[config.mk]
export PLATFORM = sky130hd
export DESIGN_NAME = dsad_decoder
export DESIGN_NICKNAME = d
export VERILOG_FILES = /design/src/hw/dsad_pkg.sv /design/src/hw/dsad_decoder.sv /design/src/hw/dsad_sync.sv
export VERILOG_INCLUDE_DIRS = /design/src /design/src/hw
export SDC_FILE = /design/constraint.sdc
export NUM_CORES = 1
export LEC_CHECK = 0
export BUFFER_PORTS_ARGS = -buffer_cell sky130_fd_sc_hd__buf_2
export CAP_MARGIN = 20
export CORE_ASPECT_RATIO = 1.5
export CORE_MARGIN = 1
export CORE_UTILIZATION = 56
export DETAILED_ROUTE_END_ITERATION = 8
export PLACE_DENSITY = 0.84
export SYNTH_ARGS = -nofsm -noshare
export SYNTH_HDL_FRONTEND = slang
export SYNTH_SLANG_ARGS = --single-unit
[constraint.sdc]
create_clock -name clk_in -period 4 [get_ports clk_in]
set_clock_uncertainty 0.2 [all_clocks]
set_input_delay 0.4 -clock clk_in [delete_from_list [all_inputs] [get_ports clk_in]]
set_output_delay 0.4 -clock clk_in [all_outputs]
set_load 0.005 [all_outputs]
[src/hw/dsad_defines.svh]
/*
  Constants of the configuration switch decoder: register offsets,
  field positions, reset values and timing counts.
  Assumes a 200 MHz clock and an APB slave with 32-bit data.
*/
// How it works
// - Switch eight picks the role: on is master, off is sub.
// - Switches one to seven give location (master) or device address (sub).
// - Switch weights are 1,2,4,...,64; value is the sum of switches on.
// - A master takes device addresses zero and one.
// - Master location number is valid from 1 to 32000.
// - Master with switches one to seven off uses the stored location.
// - Sub: switch value is the even left address, right is next odd.
// - Sub addresses stay within 0 to 126, switch setting even.
// - Left half answers the even address, right half the odd one.
// - Switch changes count only after a power cycle.
// - Master polls subs and relays data between them and the host.
// - Master detects modem or direct host link and acts on it.
`ifndef DSAD_DEFINES_SVH
`define DSAD_DEFINES_SVH

// Register byte offsets
`define DSAD_OFF_STATUS    12'h000
`define DSAD_OFF_LOCATION  12'h004
`define DSAD_OFF_EFFLOC    12'h008
`define DSAD_OFF_POLLCTL   12'h00c
`define DSAD_OFF_POLLSTAT  12'h010

// Status fields
`define DSAD_ST_ROLE       0
`define DSAD_ST_LATCHED    1
`define DSAD_ST_MODEM      2
`define DSAD_ST_LOCVALID   3
`define DSAD_ST_ODDSW      4
`define DSAD_ST_LOCERR     5
`define DSAD_ST_SW_LSB     8
`define DSAD_ST_LEFT_LSB   16
`define DSAD_ST_RIGHT_LSB  24

// Poll control fields
`define DSAD_PC_EN         0
`define DSAD_PC_MAX_LSB    8

// Value limits and reset values
`define DSAD_LOC_MIN       15'h0001
`define DSAD_LOC_MAX       15'h7d00
`define DSAD_SUB_MAX       7'h7e
`define DSAD_LOC_RST       15'h0001
`define DSAD_POLLMAX_RST   7'h7e
`define DSAD_MASTER_LEFT   7'h00
`define DSAD_MASTER_RIGHT  7'h01
`define DSAD_FIRST_SUB     7'h02

// Timing
`define DSAD_CLK_NS        5
`define DSAD_SETTLE_CYC    4
`define DSAD_POLL_GAP_NS   1000
`define DSAD_POLL_GAP_CYC  (`DSAD_POLL_GAP_NS / `DSAD_CLK_NS)
`define DSAD_MODEM_NS      500
`define DSAD_MODEM_CYC     ((`DSAD_MODEM_NS + `DSAD_CLK_NS - 1) / `DSAD_CLK_NS)

`endif

[src/hw/dsad_pkg.sv]
/*
  Types shared by the configuration switch decoder.
  Assumes nothing beyond the constants header.
*/
package dsad_pkg;
  typedef enum logic {
    DSAD_ROLE_SUB,
    DSAD_ROLE_MASTER
  } dsad_role_e;

  typedef enum logic [1:0] {
    DSAD_POLL_IDLE,
    DSAD_POLL_WAIT,
    DSAD_POLL_ISSUE
  } dsad_poll_e;

  typedef struct packed {
    logic       valid;
    logic [7:0] data;
  } dsad_byte_s;

  typedef struct packed {
    logic [6:0] left;
    logic [6:0] right;
  } dsad_addr_s;
endpackage

[src/hw/dsad_decoder.sv]
/*
  Configuration switch decoder with APB register access.
  Latches the eight-position switch bank after reset, derives role,
  location and device addresses, answers address queries, polls subs
  and relays bytes between host and subs while master.
  Assumes switch and carrier pins are asynchronous; all else on clk_in.
*/
// Design decisions made here: the placing of the registers and the APB interface to the registers.
`timescale 1ns/1ps
`default_nettype none
`include "dsad_defines.svh"
module dsad_decoder
  import dsad_pkg::*;
#(
  parameter int POLL_GAP = `DSAD_POLL_GAP_CYC,
  parameter int SETTLE   = `DSAD_SETTLE_CYC
) (
  // Clock, reset, enable
  input  wire logic        clk_in,
  input  wire logic        rst_in,
  input  wire logic        ce_in,
  // APB slave
  input  wire logic        psel_in,
  input  wire logic        penable_in,
  input  wire logic        pwrite_in,
  input  wire logic [11:0] paddr_in,
  input  wire logic [31:0] pwdata_in,
  output logic      [31:0] prdata_out,
  output logic             pready_out,
  output logic             pslverr_out,
  // Pins
  input  wire logic [7:0]  switch_in,
  input  wire logic        carrier_detect_in,
  // Address query from the I/O side
  input  wire logic        query_valid_in,
  input  wire logic [6:0]  query_addr_in,
  output logic             sel_left_out,
  output logic             sel_right_out,
  // Decoded configuration
  output logic             role_master_out,
  output logic             cfg_latched_out,
  output logic [6:0]       left_addr_out,
  output logic [6:0]       right_addr_out,
  output logic [14:0]      location_out,
  output logic             loc_valid_out,
  output logic             link_modem_out,
  // Polling
  output logic             poll_strobe_out,
  output logic [6:0]       poll_addr_out,
  // Byte relay
  input  wire dsad_byte_s  host_rx_in,
  input  wire dsad_byte_s  sub_rx_in,
  output dsad_byte_s       host_tx_out,
  output dsad_byte_s       sub_tx_out
);
  localparam int GAP_W = $clog2(POLL_GAP + 1);
  localparam int SET_W = $clog2(SETTLE + 1);
  localparam int MOD_W = $clog2(`DSAD_MODEM_CYC + 1);

  if (POLL_GAP < 1) begin : g_bad_gap
    $error("POLL_GAP must be at least one cycle");
  end
  if (SETTLE < 2) begin : g_bad_settle
    $error("SETTLE must cover the synchroniser depth");
  end

  // Sum of the weights of the switches that are on
  function automatic logic [6:0] weight_sum(input logic [6:0] sw);
    logic [6:0] acc;
    acc = 7'h00;
    for (int i = 0; i < 7; i++) begin
      if (sw[i]) begin
        acc = acc + 7'(1 << i);
      end
    end
    return acc;
  endfunction

  // Address match, used by the query port
  function automatic logic addr_hit(input logic [6:0] a, input logic [6:0] b);
    return a == b;
  endfunction

  // Synchronised pins
  logic [7:0] sw_sync;
  logic       carrier_sync;

  dsad_sync #(
    .WIDTH (9)
  ) u_sync (
    .clk_in   (clk_in),
    .rst_in   (rst_in),
    .ce_in    (ce_in),
    .async_in ({carrier_detect_in, switch_in}),
    .sync_out ({carrier_sync, sw_sync})
  );

  // State
  logic [SET_W-1:0] settle_ff;
  logic             latched_ff;
  dsad_role_e       role_ff;
  logic [6:0]       sw_val_ff;
  logic             odd_sw_ff;
  dsad_addr_s       addr_ff;
  logic [14:0]      stored_loc_ff;
  logic             loc_err_ff;
  logic [14:0]      eff_loc_ff;
  logic             loc_valid_ff;
  logic [MOD_W-1:0] modem_cnt_ff;
  logic             modem_ff;
  logic             poll_en_ff;
  logic [6:0]       poll_max_ff;
  dsad_poll_e       poll_st_ff;
  logic [GAP_W-1:0] gap_ff;
  logic             strobe_ff;
  logic [6:0]       poll_addr_ff;
  logic             sel_l_ff;
  logic             sel_r_ff;
  dsad_byte_s       host_tx_ff;
  dsad_byte_s       sub_tx_ff;
  logic [31:0]      prdata_ff;
  logic             pready_ff;
  logic             pslverr_ff;

  logic       apb_acc;
  logic       apb_wr;
  logic [6:0] nxt_sw_val;
  logic [14:0] nxt_loc;
  logic [6:0] nxt_poll_addr;

  assign apb_acc    = psel_in && penable_in && !pready_ff;
  assign apb_wr     = apb_acc && pwrite_in;
  assign nxt_sw_val = weight_sum(sw_sync[6:0]);

  // Wait out the synchroniser, then take the switches exactly once
  always_ff @(posedge clk_in) begin
    if (rst_in) begin
      settle_ff  <= '0;
      latched_ff <= 1'b0;
    end else if (ce_in && !latched_ff) begin
      if (settle_ff == SET_W'(SETTLE)) begin
        latched_ff <= 1'b1;
      end else begin
        settle_ff <= settle_ff + SET_W'(1);
      end
    end
  end

  // Switch snapshot; later changes are ignored until the next reset
  always_ff @(posedge clk_in) begin
    if (rst_in) begin
      role_ff   <= DSAD_ROLE_SUB;
      sw_val_ff <= 7'h00;
      odd_sw_ff <= 1'b0;
      addr_ff   <= '0;
    end else if (ce_in && !latched_ff && settle_ff == SET_W'(SETTLE)) begin
      role_ff   <= sw_sync[7] ? DSAD_ROLE_MASTER : DSAD_ROLE_SUB;
      sw_val_ff <= nxt_sw_val;
      if (sw_sync[7]) begin
        addr_ff.left  <= `DSAD_MASTER_LEFT;
        addr_ff.right <= `DSAD_MASTER_RIGHT;
        odd_sw_ff     <= 1'b0;
      end else begin
        // Switch one is dropped on a sub so the pair stays even/odd
        addr_ff.left  <= {nxt_sw_val[6:1], 1'b0};
        addr_ff.right <= {nxt_sw_val[6:1], 1'b1};
        odd_sw_ff     <= nxt_sw_val[0];
      end
    end
  end

  // Stored location, written by the location set command
  always_ff @(posedge clk_in) begin
    if (rst_in) begin
      stored_loc_ff <= `DSAD_LOC_RST;
      loc_err_ff    <= 1'b0;
    end else if (ce_in && apb_wr) begin
      if (paddr_in == `DSAD_OFF_LOCATION) begin
        // Out-of-range values are refused and flagged
        if (pwdata_in[31:15] == 17'h00000 &&
            pwdata_in[14:0] >= `DSAD_LOC_MIN &&
            pwdata_in[14:0] <= `DSAD_LOC_MAX) begin
          stored_loc_ff <= pwdata_in[14:0];
          loc_err_ff    <= 1'b0;
        end else begin
          loc_err_ff <= 1'b1;
        end
      end
    end
  end

  // Effective location: switches, or the stored value when all off
  always_comb begin
    if (sw_val_ff == 7'h00) begin
      nxt_loc = stored_loc_ff;
    end else begin
      nxt_loc = {8'h00, sw_val_ff};
    end
  end

  always_ff @(posedge clk_in) begin
    if (rst_in) begin
      eff_loc_ff   <= 15'h0000;
      loc_valid_ff <= 1'b0;
    end else if (ce_in) begin
      if (latched_ff && role_ff == DSAD_ROLE_MASTER) begin
        eff_loc_ff   <= nxt_loc;
        loc_valid_ff <= nxt_loc >= `DSAD_LOC_MIN && nxt_loc <= `DSAD_LOC_MAX;
      end else begin
        eff_loc_ff   <= 15'h0000;
        loc_valid_ff <= 1'b0;
      end
    end
  end

  // Host link kind: a carrier held steady marks a modem, else direct
  always_ff @(posedge clk_in) begin
    if (rst_in) begin
      modem_cnt_ff <= '0;
      modem_ff     <= 1'b0;
    end else if (ce_in) begin
      if (!carrier_sync || role_ff != DSAD_ROLE_MASTER) begin
        modem_cnt_ff <= '0;
        modem_ff     <= 1'b0;
      end else if (modem_cnt_ff == MOD_W'(`DSAD_MODEM_CYC)) begin
        modem_ff <= 1'b1;
      end else begin
        modem_cnt_ff <= modem_cnt_ff + MOD_W'(1);
      end
    end
  end

  // Poll control register
  always_ff @(posedge clk_in) begin
    if (rst_in) begin
      poll_en_ff  <= 1'b0;
      poll_max_ff <= `DSAD_POLLMAX_RST;
    end else if (ce_in && apb_wr && paddr_in == `DSAD_OFF_POLLCTL) begin
      poll_en_ff <= pwdata_in[`DSAD_PC_EN];
      if (pwdata_in[`DSAD_PC_MAX_LSB +: 7] > `DSAD_SUB_MAX) begin
        poll_max_ff <= `DSAD_SUB_MAX;
      end else begin
        poll_max_ff <= {pwdata_in[`DSAD_PC_MAX_LSB + 1 +: 6], 1'b0};
      end
    end
  end

  // Next sub to poll: even addresses from the first sub up to the limit
  always_comb begin
    if (poll_addr_ff >= poll_max_ff || poll_max_ff < `DSAD_FIRST_SUB) begin
      nxt_poll_addr = `DSAD_FIRST_SUB;
    end else begin
      nxt_poll_addr = poll_addr_ff + 7'h02;
    end
  end

  // Poll sequencer; runs only on a latched master with polling on
  always_ff @(posedge clk_in) begin
    if (rst_in) begin
      poll_st_ff   <= DSAD_POLL_IDLE;
      gap_ff       <= '0;
      strobe_ff    <= 1'b0;
      poll_addr_ff <= `DSAD_FIRST_SUB;
    end else if (ce_in) begin
      strobe_ff <= 1'b0;
      case (poll_st_ff)
        DSAD_POLL_IDLE: begin
          gap_ff <= '0;
          if (latched_ff && role_ff == DSAD_ROLE_MASTER && poll_en_ff) begin
            poll_st_ff <= DSAD_POLL_WAIT;
          end
        end
        DSAD_POLL_WAIT: begin
          if (!poll_en_ff) begin
            poll_st_ff <= DSAD_POLL_IDLE;
          end else if (gap_ff == GAP_W'(POLL_GAP - 1)) begin
            poll_st_ff <= DSAD_POLL_ISSUE;
          end else begin
            gap_ff <= gap_ff + GAP_W'(1);
          end
        end
        DSAD_POLL_ISSUE: begin
          strobe_ff    <= 1'b1;
          poll_addr_ff <= nxt_poll_addr;
          gap_ff       <= '0;
          poll_st_ff   <= DSAD_POLL_WAIT;
        end
        default: begin
          poll_st_ff <= DSAD_POLL_IDLE;
        end
      endcase
    end
  end

  // Query port: left half answers even address, right half the odd one
  always_ff @(posedge clk_in) begin
    if (rst_in) begin
      sel_l_ff <= 1'b0;
      sel_r_ff <= 1'b0;
    end else if (ce_in) begin
      sel_l_ff <= query_valid_in && latched_ff &&
                  addr_hit(query_addr_in, addr_ff.left);
      sel_r_ff <= query_valid_in && latched_ff &&
                  addr_hit(query_addr_in, addr_ff.right);
    end
  end

  // Byte relay while master; a modem link drops bytes in both directions without carrier
  always_ff @(posedge clk_in) begin
    if (rst_in) begin
      host_tx_ff <= '0;
      sub_tx_ff  <= '0;
    end else if (ce_in) begin
      host_tx_ff.valid <= 1'b0;
      sub_tx_ff.valid  <= 1'b0;
      if (latched_ff && role_ff == DSAD_ROLE_MASTER) begin
        if (host_rx_in.valid && (!modem_ff || carrier_sync)) begin
          sub_tx_ff <= host_rx_in;
        end
        if (sub_rx_in.valid && (!modem_ff || carrier_sync)) begin
          host_tx_ff <= sub_rx_in;
        end
      end
    end
  end

  // APB read mux and answer: one wait state, unmapped addresses error
  always_ff @(posedge clk_in) begin
    if (rst_in) begin
      prdata_ff  <= 32'h00000000;
      pready_ff  <= 1'b0;
      pslverr_ff <= 1'b0;
    end else if (ce_in) begin
      pready_ff  <= apb_acc;
      pslverr_ff <= 1'b0;
      prdata_ff  <= 32'h00000000;
      if (apb_acc) begin
        if (paddr_in == `DSAD_OFF_STATUS) begin
          prdata_ff[`DSAD_ST_ROLE]           <= role_ff == DSAD_ROLE_MASTER;
          prdata_ff[`DSAD_ST_LATCHED]        <= latched_ff;
          prdata_ff[`DSAD_ST_MODEM]          <= modem_ff;
          prdata_ff[`DSAD_ST_LOCVALID]       <= loc_valid_ff;
          prdata_ff[`DSAD_ST_ODDSW]          <= odd_sw_ff;
          prdata_ff[`DSAD_ST_LOCERR]         <= loc_err_ff;
          prdata_ff[`DSAD_ST_SW_LSB +: 7]    <= sw_val_ff;
          prdata_ff[`DSAD_ST_LEFT_LSB +: 7]  <= addr_ff.left;
          prdata_ff[`DSAD_ST_RIGHT_LSB +: 7] <= addr_ff.right;
        end else if (paddr_in == `DSAD_OFF_LOCATION) begin
          prdata_ff[14:0] <= stored_loc_ff;
        end else if (paddr_in == `DSAD_OFF_EFFLOC) begin
          prdata_ff[14:0] <= eff_loc_ff;
        end else if (paddr_in == `DSAD_OFF_POLLCTL) begin
          prdata_ff[`DSAD_PC_EN]             <= poll_en_ff;
          prdata_ff[`DSAD_PC_MAX_LSB +: 7]   <= poll_max_ff;
        end else if (paddr_in == `DSAD_OFF_POLLSTAT) begin
          prdata_ff[6:0] <= poll_addr_ff;
        end else begin
          pslverr_ff <= 1'b1;
        end
      end
    end
  end

  // Outputs straight from flops
  assign prdata_out      = prdata_ff;
  assign pready_out      = pready_ff;
  assign pslverr_out     = pslverr_ff;
  assign sel_left_out    = sel_l_ff;
  assign sel_right_out   = sel_r_ff;
  assign role_master_out = role_ff == DSAD_ROLE_MASTER;
  assign cfg_latched_out = latched_ff;
  assign left_addr_out   = addr_ff.left;
  assign right_addr_out  = addr_ff.right;
  assign location_out    = eff_loc_ff;
  assign loc_valid_out   = loc_valid_ff;
  assign link_modem_out  = modem_ff;
  assign poll_strobe_out = strobe_ff;
  assign poll_addr_out   = poll_addr_ff;
  assign host_tx_out     = host_tx_ff;
  assign sub_tx_out      = sub_tx_ff;
endmodule
`default_nettype wire

[src/hw/dsad_sync.sv]
/*
  Two-stage synchroniser for a group of pin levels.
  Assumes the inputs are levels from outside the clock domain.
*/
`timescale 1ns/1ps
`default_nettype none
module dsad_sync #(
  parameter int WIDTH = 1
) (
  // Clock, reset, enable
  input  wire logic             clk_in,
  input  wire logic             rst_in,
  input  wire logic             ce_in,
  // Levels
  input  wire logic [WIDTH-1:0] async_in,
  output logic      [WIDTH-1:0] sync_out
);
  logic [WIDTH-1:0] meta_ff;
  logic [WIDTH-1:0] sync_ff;

  if (WIDTH < 1) begin : g_bad_width
    $error("dsad_sync width must be at least one");
  end

  // First stage feeds only the second stage
  always_ff @(posedge clk_in) begin
    if (rst_in) begin
      meta_ff <= '0;
      sync_ff <= '0;
    end else if (ce_in) begin
      meta_ff <= async_in;
      sync_ff <= meta_ff;
    end
  end

  assign sync_out = sync_ff;
endmodule
`default_nettype wire

==> results.json <==
{
  "maxCapViolations": 0,
  "fp.dieW_um": 90.7,
  "antennaDiodeCount": 0,
  "gp_congestion": 0.875,
  "finish.utilization_pct": 69.8,
  "avgRoutedWirePerCell_um": 17.3,
  "dpl_cell_area_um2": 7440,
  "yosysUniqueCellTypes": 62,
  "cts_sinks": 145,
  "critPathKind": "reg -> reg",
  "final_net_count": 1022,
  "hold_path_class": "in -> reg",
  "die-area_um2": 12300,
  "ant_nets": 0,
  "p_leak_nw": 3.47,
  "syn_area_per_cell_um2": 8.50,
  "min_from": "switch_in[5]",
  "cts_buffers": 17,
  "arrival_ns": 2.63,
  "clk_latency_ns": 0.42,
  "detail_route.iter0.violations": 484,
  "detailed_place_hpwl_um": 13100,
  "p_total_mw": 3.25,
  "syn_area_um2": 6610,
  "cts-resized-gates": 0,
  "p_switching_mw": 0.721,
  "hold_viol_final": 0,
  "die_h_um": 135,
  "ios": 180,
  "crit_chain": "ha_1 > nand4b_1 > o41ai_1 > a2111oi_0 > xnor2_1 > nor2_1",
  "post_cts_buffers": 0,
  "finalCriticalPeriod_ns": 2.56,
  "timing.reg2reg.setup_slack_ns": 1.44,
  "crit_path_max_incr_delay_ns": 0.79,
  "first_pass_iters": 5,
  "antenna_found_initial": 0,
  "crit_fanout": 6,
  "coreArea_um2": 11500,
  "rr_endpoint": "gap_ff[4]",
  "power_density_nw_per_um2": 404,
  "synth_edf_count": 0,
  "p_int_mw": 2.53,
  "ys_warn_count": 0,
  "status": "finished, final reports clean",
  "grt_pass1_wl_um": 28900,
  "seqPwrFrac_pct": 45.0,
  "start_util_pct": 57.4,
  "slew_violations": 0,
  "pwr-share-comb_pct": 4.9,
  "viasPerCell": 5.97,
  "area_growth_pct": 21.7,
  "async_flop_share_pct": 0,
  "fin_area_um2": 8050,
  "start_kind": "flop",
  "clock.fmax_mhz": 391,
  "cp-end-kind": "flop",
  "vias": 6486,
  "synth_ff_type": "dfxtp_1",
  "cts.htree.levels": 4,
  "clk_path_buf_depth": 2,
  "grt_use_total_pct": 30.1,
  "place_ws_ns": 1.18,
  "cts-root-buf": "clkbuf_16",
  "peakVddDrop_v": 0.000333,
  "rsz0062_at_grt": "no",
  "max_slew_margin_pct": 38.3,
  "cts_tree": "built",
  "rr_startpoint": "gap_ff[0]",
  "switching_share_pct": 22.2,
  "reg2reg_depth": 6,
  "drive_gt1_share_pct": 24.2,
  "ys_seq_elements": 145,
  "synthCells": 778,
  "drt_wl_total_um": 18900,
  "clkPwrFrac_pct": 50.0,
  "grt_max_degree": 58,
  "drc": 0,
  "clk_pin_slew_ns": 0.06,
  "dp.cells": 1056,
  "crit_required_ns": 4.07,
  "placementRows": 48,
  "ys_seq_area_share_pct": 43.9,
  "tightest_slew_ns": 0.914,
  "cts_hold_buffers": 0,
  "final_cells": 1087,
  "hold_path_end": "u_sync.meta_ff[5]",
  "whs_path_depth": 3,
  "whs_ns": 0.0245,
  "tns_ns": 0,
  "overflow": 0,
  "cp_slowest_cell": "o41ai_1",
  "finalSetupViolCount": 0,
  "period_share_pct": 64.0,
  "grt_pass1_vias": 5974,
  "fin_ws_ns": 1.44,
  "port_buffers": 173
}
-- layer usage --
metal / routed length (um) / track usage (%)
met1: 6810 / 32.4
met2: 10100 / 55.3
met3: 1280 / 6.48
met4: 677 / 14.7
met5: 0 / 0
-- critical path: cells and delay by family, from the launching register on --
kind	cells	cell delay [ns]
compound gates	2	1.07
simple gates	2	0.27
flops	1	0.41
fa+ha+maj	1	0.24
xor+xnor	1	0.23
-- power by group through the flow --
stage | Clock [mW] | Combinational, mW | Sequential [mW]
global route | 1.70 | 0.174 | 1.47
floorplan | 0 | 0.0931 | 1.49
finish | 1.63 | 0.160 | 1.46
detailed placement | 0 | 0.156 | 1.50
CTS | 1.63 | 0.159 | 1.46
global placement | 0 | 0.154 | 1.50
-- worst max path at each step --
stage               from          endpoint  slack [ns]  cells after the start
4_1_cts        gap_ff[0]         gap_ff[4]        1.48                      6
3_3_place_gp       ce_in  stored_loc_ff[6]        1.20                      6
5_1_grt        gap_ff[0]         gap_ff[4]        1.12                      6
3_5_place_dp       ce_in  stored_loc_ff[6]        1.18                      6
2_1_floorplan      ce_in        loc_err_ff        1.74                      8
6_report       gap_ff[0]         gap_ff[4]        1.44                      6
-- cell usage after synthesis, drive strengths merged, types with 2 or more instances --
cell	number	share of area, %
ha	12	2.3
nand3	33	2.5
xor2	8	1.1
nor2b	7	0.66
mux2i	36	5.4
and3	2	0.19
nor4	14	1.7
nand3b	10	1.1
a32oi	2	0.26
nor3	11	0.91
mux2	6	1.0
xnor2	10	1.3
and2	6	0.57
a211oi	4	0.45
nand2	121	6.9
a21oi	56	4.2
or3	3	0.28
nand4	8	0.98
o22ai	5	0.47
nor2	76	4.3
clkbuf	26	1.5
a22oi	35	4.0
o211ai	5	0.57
a32o	2	0.30
o21bai	2	0.23
o21ai	30	2.3
o2bb2ai	5	0.66
or4	6	0.68
a21o	9	1.0
buf	31	3.0
a31oi	6	0.57
dfxtp	145	44
nand2b	5	0.47
nor4b	2	0.59
inv	20	1.1
or2	2	0.19
-- layout make-up --
| cell class | instances | area [um^2] |
|---|---|---|
| inverters | 20 | 75.1 |
| multi-input cells | 561 | 3360 |
| flip-flops and latches | 145 | 2900 |
| clock buffers | 19 | 453 |
| well taps | 150 | 188 |
| clock inverters | 12 | 154 |
| fillers | 953 | 3480 |
| repair buffers | 180 | 921 |
-- layout by cell type (no fill, tap or decap), types with 4 or more instances in the layout --
master / instances
a211oi_1: 4
a21o_1: 9
a21oi_1: 56
a22oi_1: 35
a31oi_1: 6
and2_1: 6
buf_2: 172
buf_4: 8
clkbuf_16: 17
clkinv_2: 4
conb_1: 6
dfxtp_1: 145
ha_1: 12
inv_1: 19
mux2_2: 6
mux2i_1: 36
nand2_1: 121
nand2b_1: 5
nand3_1: 33
nand3b_1: 10
nand4_1: 7
nor2_1: 76
nor2b_1: 7
nor3_1: 10
nor4_1: 11
o211ai_1: 5
o21ai_0: 30
o22ai_1: 5
o2bb2ai_1: 5
or4_1: 6
xnor2_1: 10
xor2_1: 8
-- cell families after synthesis --
group / after synthesis / share of synthesized area (%)
other: 1 / 0.0567
buffers and inverters: 77 / 5.66
flip-flops: 145 / 43.9
XOR/XNOR: 18 / 2.38
adder cells (fa/ha/maj): 12 / 2.27
multiplexers: 42 / 6.47
AO/OA/AOI/OAI: 173 / 16.7
AND/OR/NAND/NOR: 310 / 22.6
-- state kept, by name (all words and copies together), names as in the netlist, 7 cells and up --
signal / count
host_tx_out: 9
u_sync.sync_out: 9
modem_cnt_ff: 7
sub_tx_out: 9
stored_loc_ff: 15
sw_val_ff: 7
gap_ff: 8
right_addr_out: 7
u_sync.meta_ff: 9
location_out: 15
prdata_out: 22
Note: power is estimated with default switching activity, not from simulation.
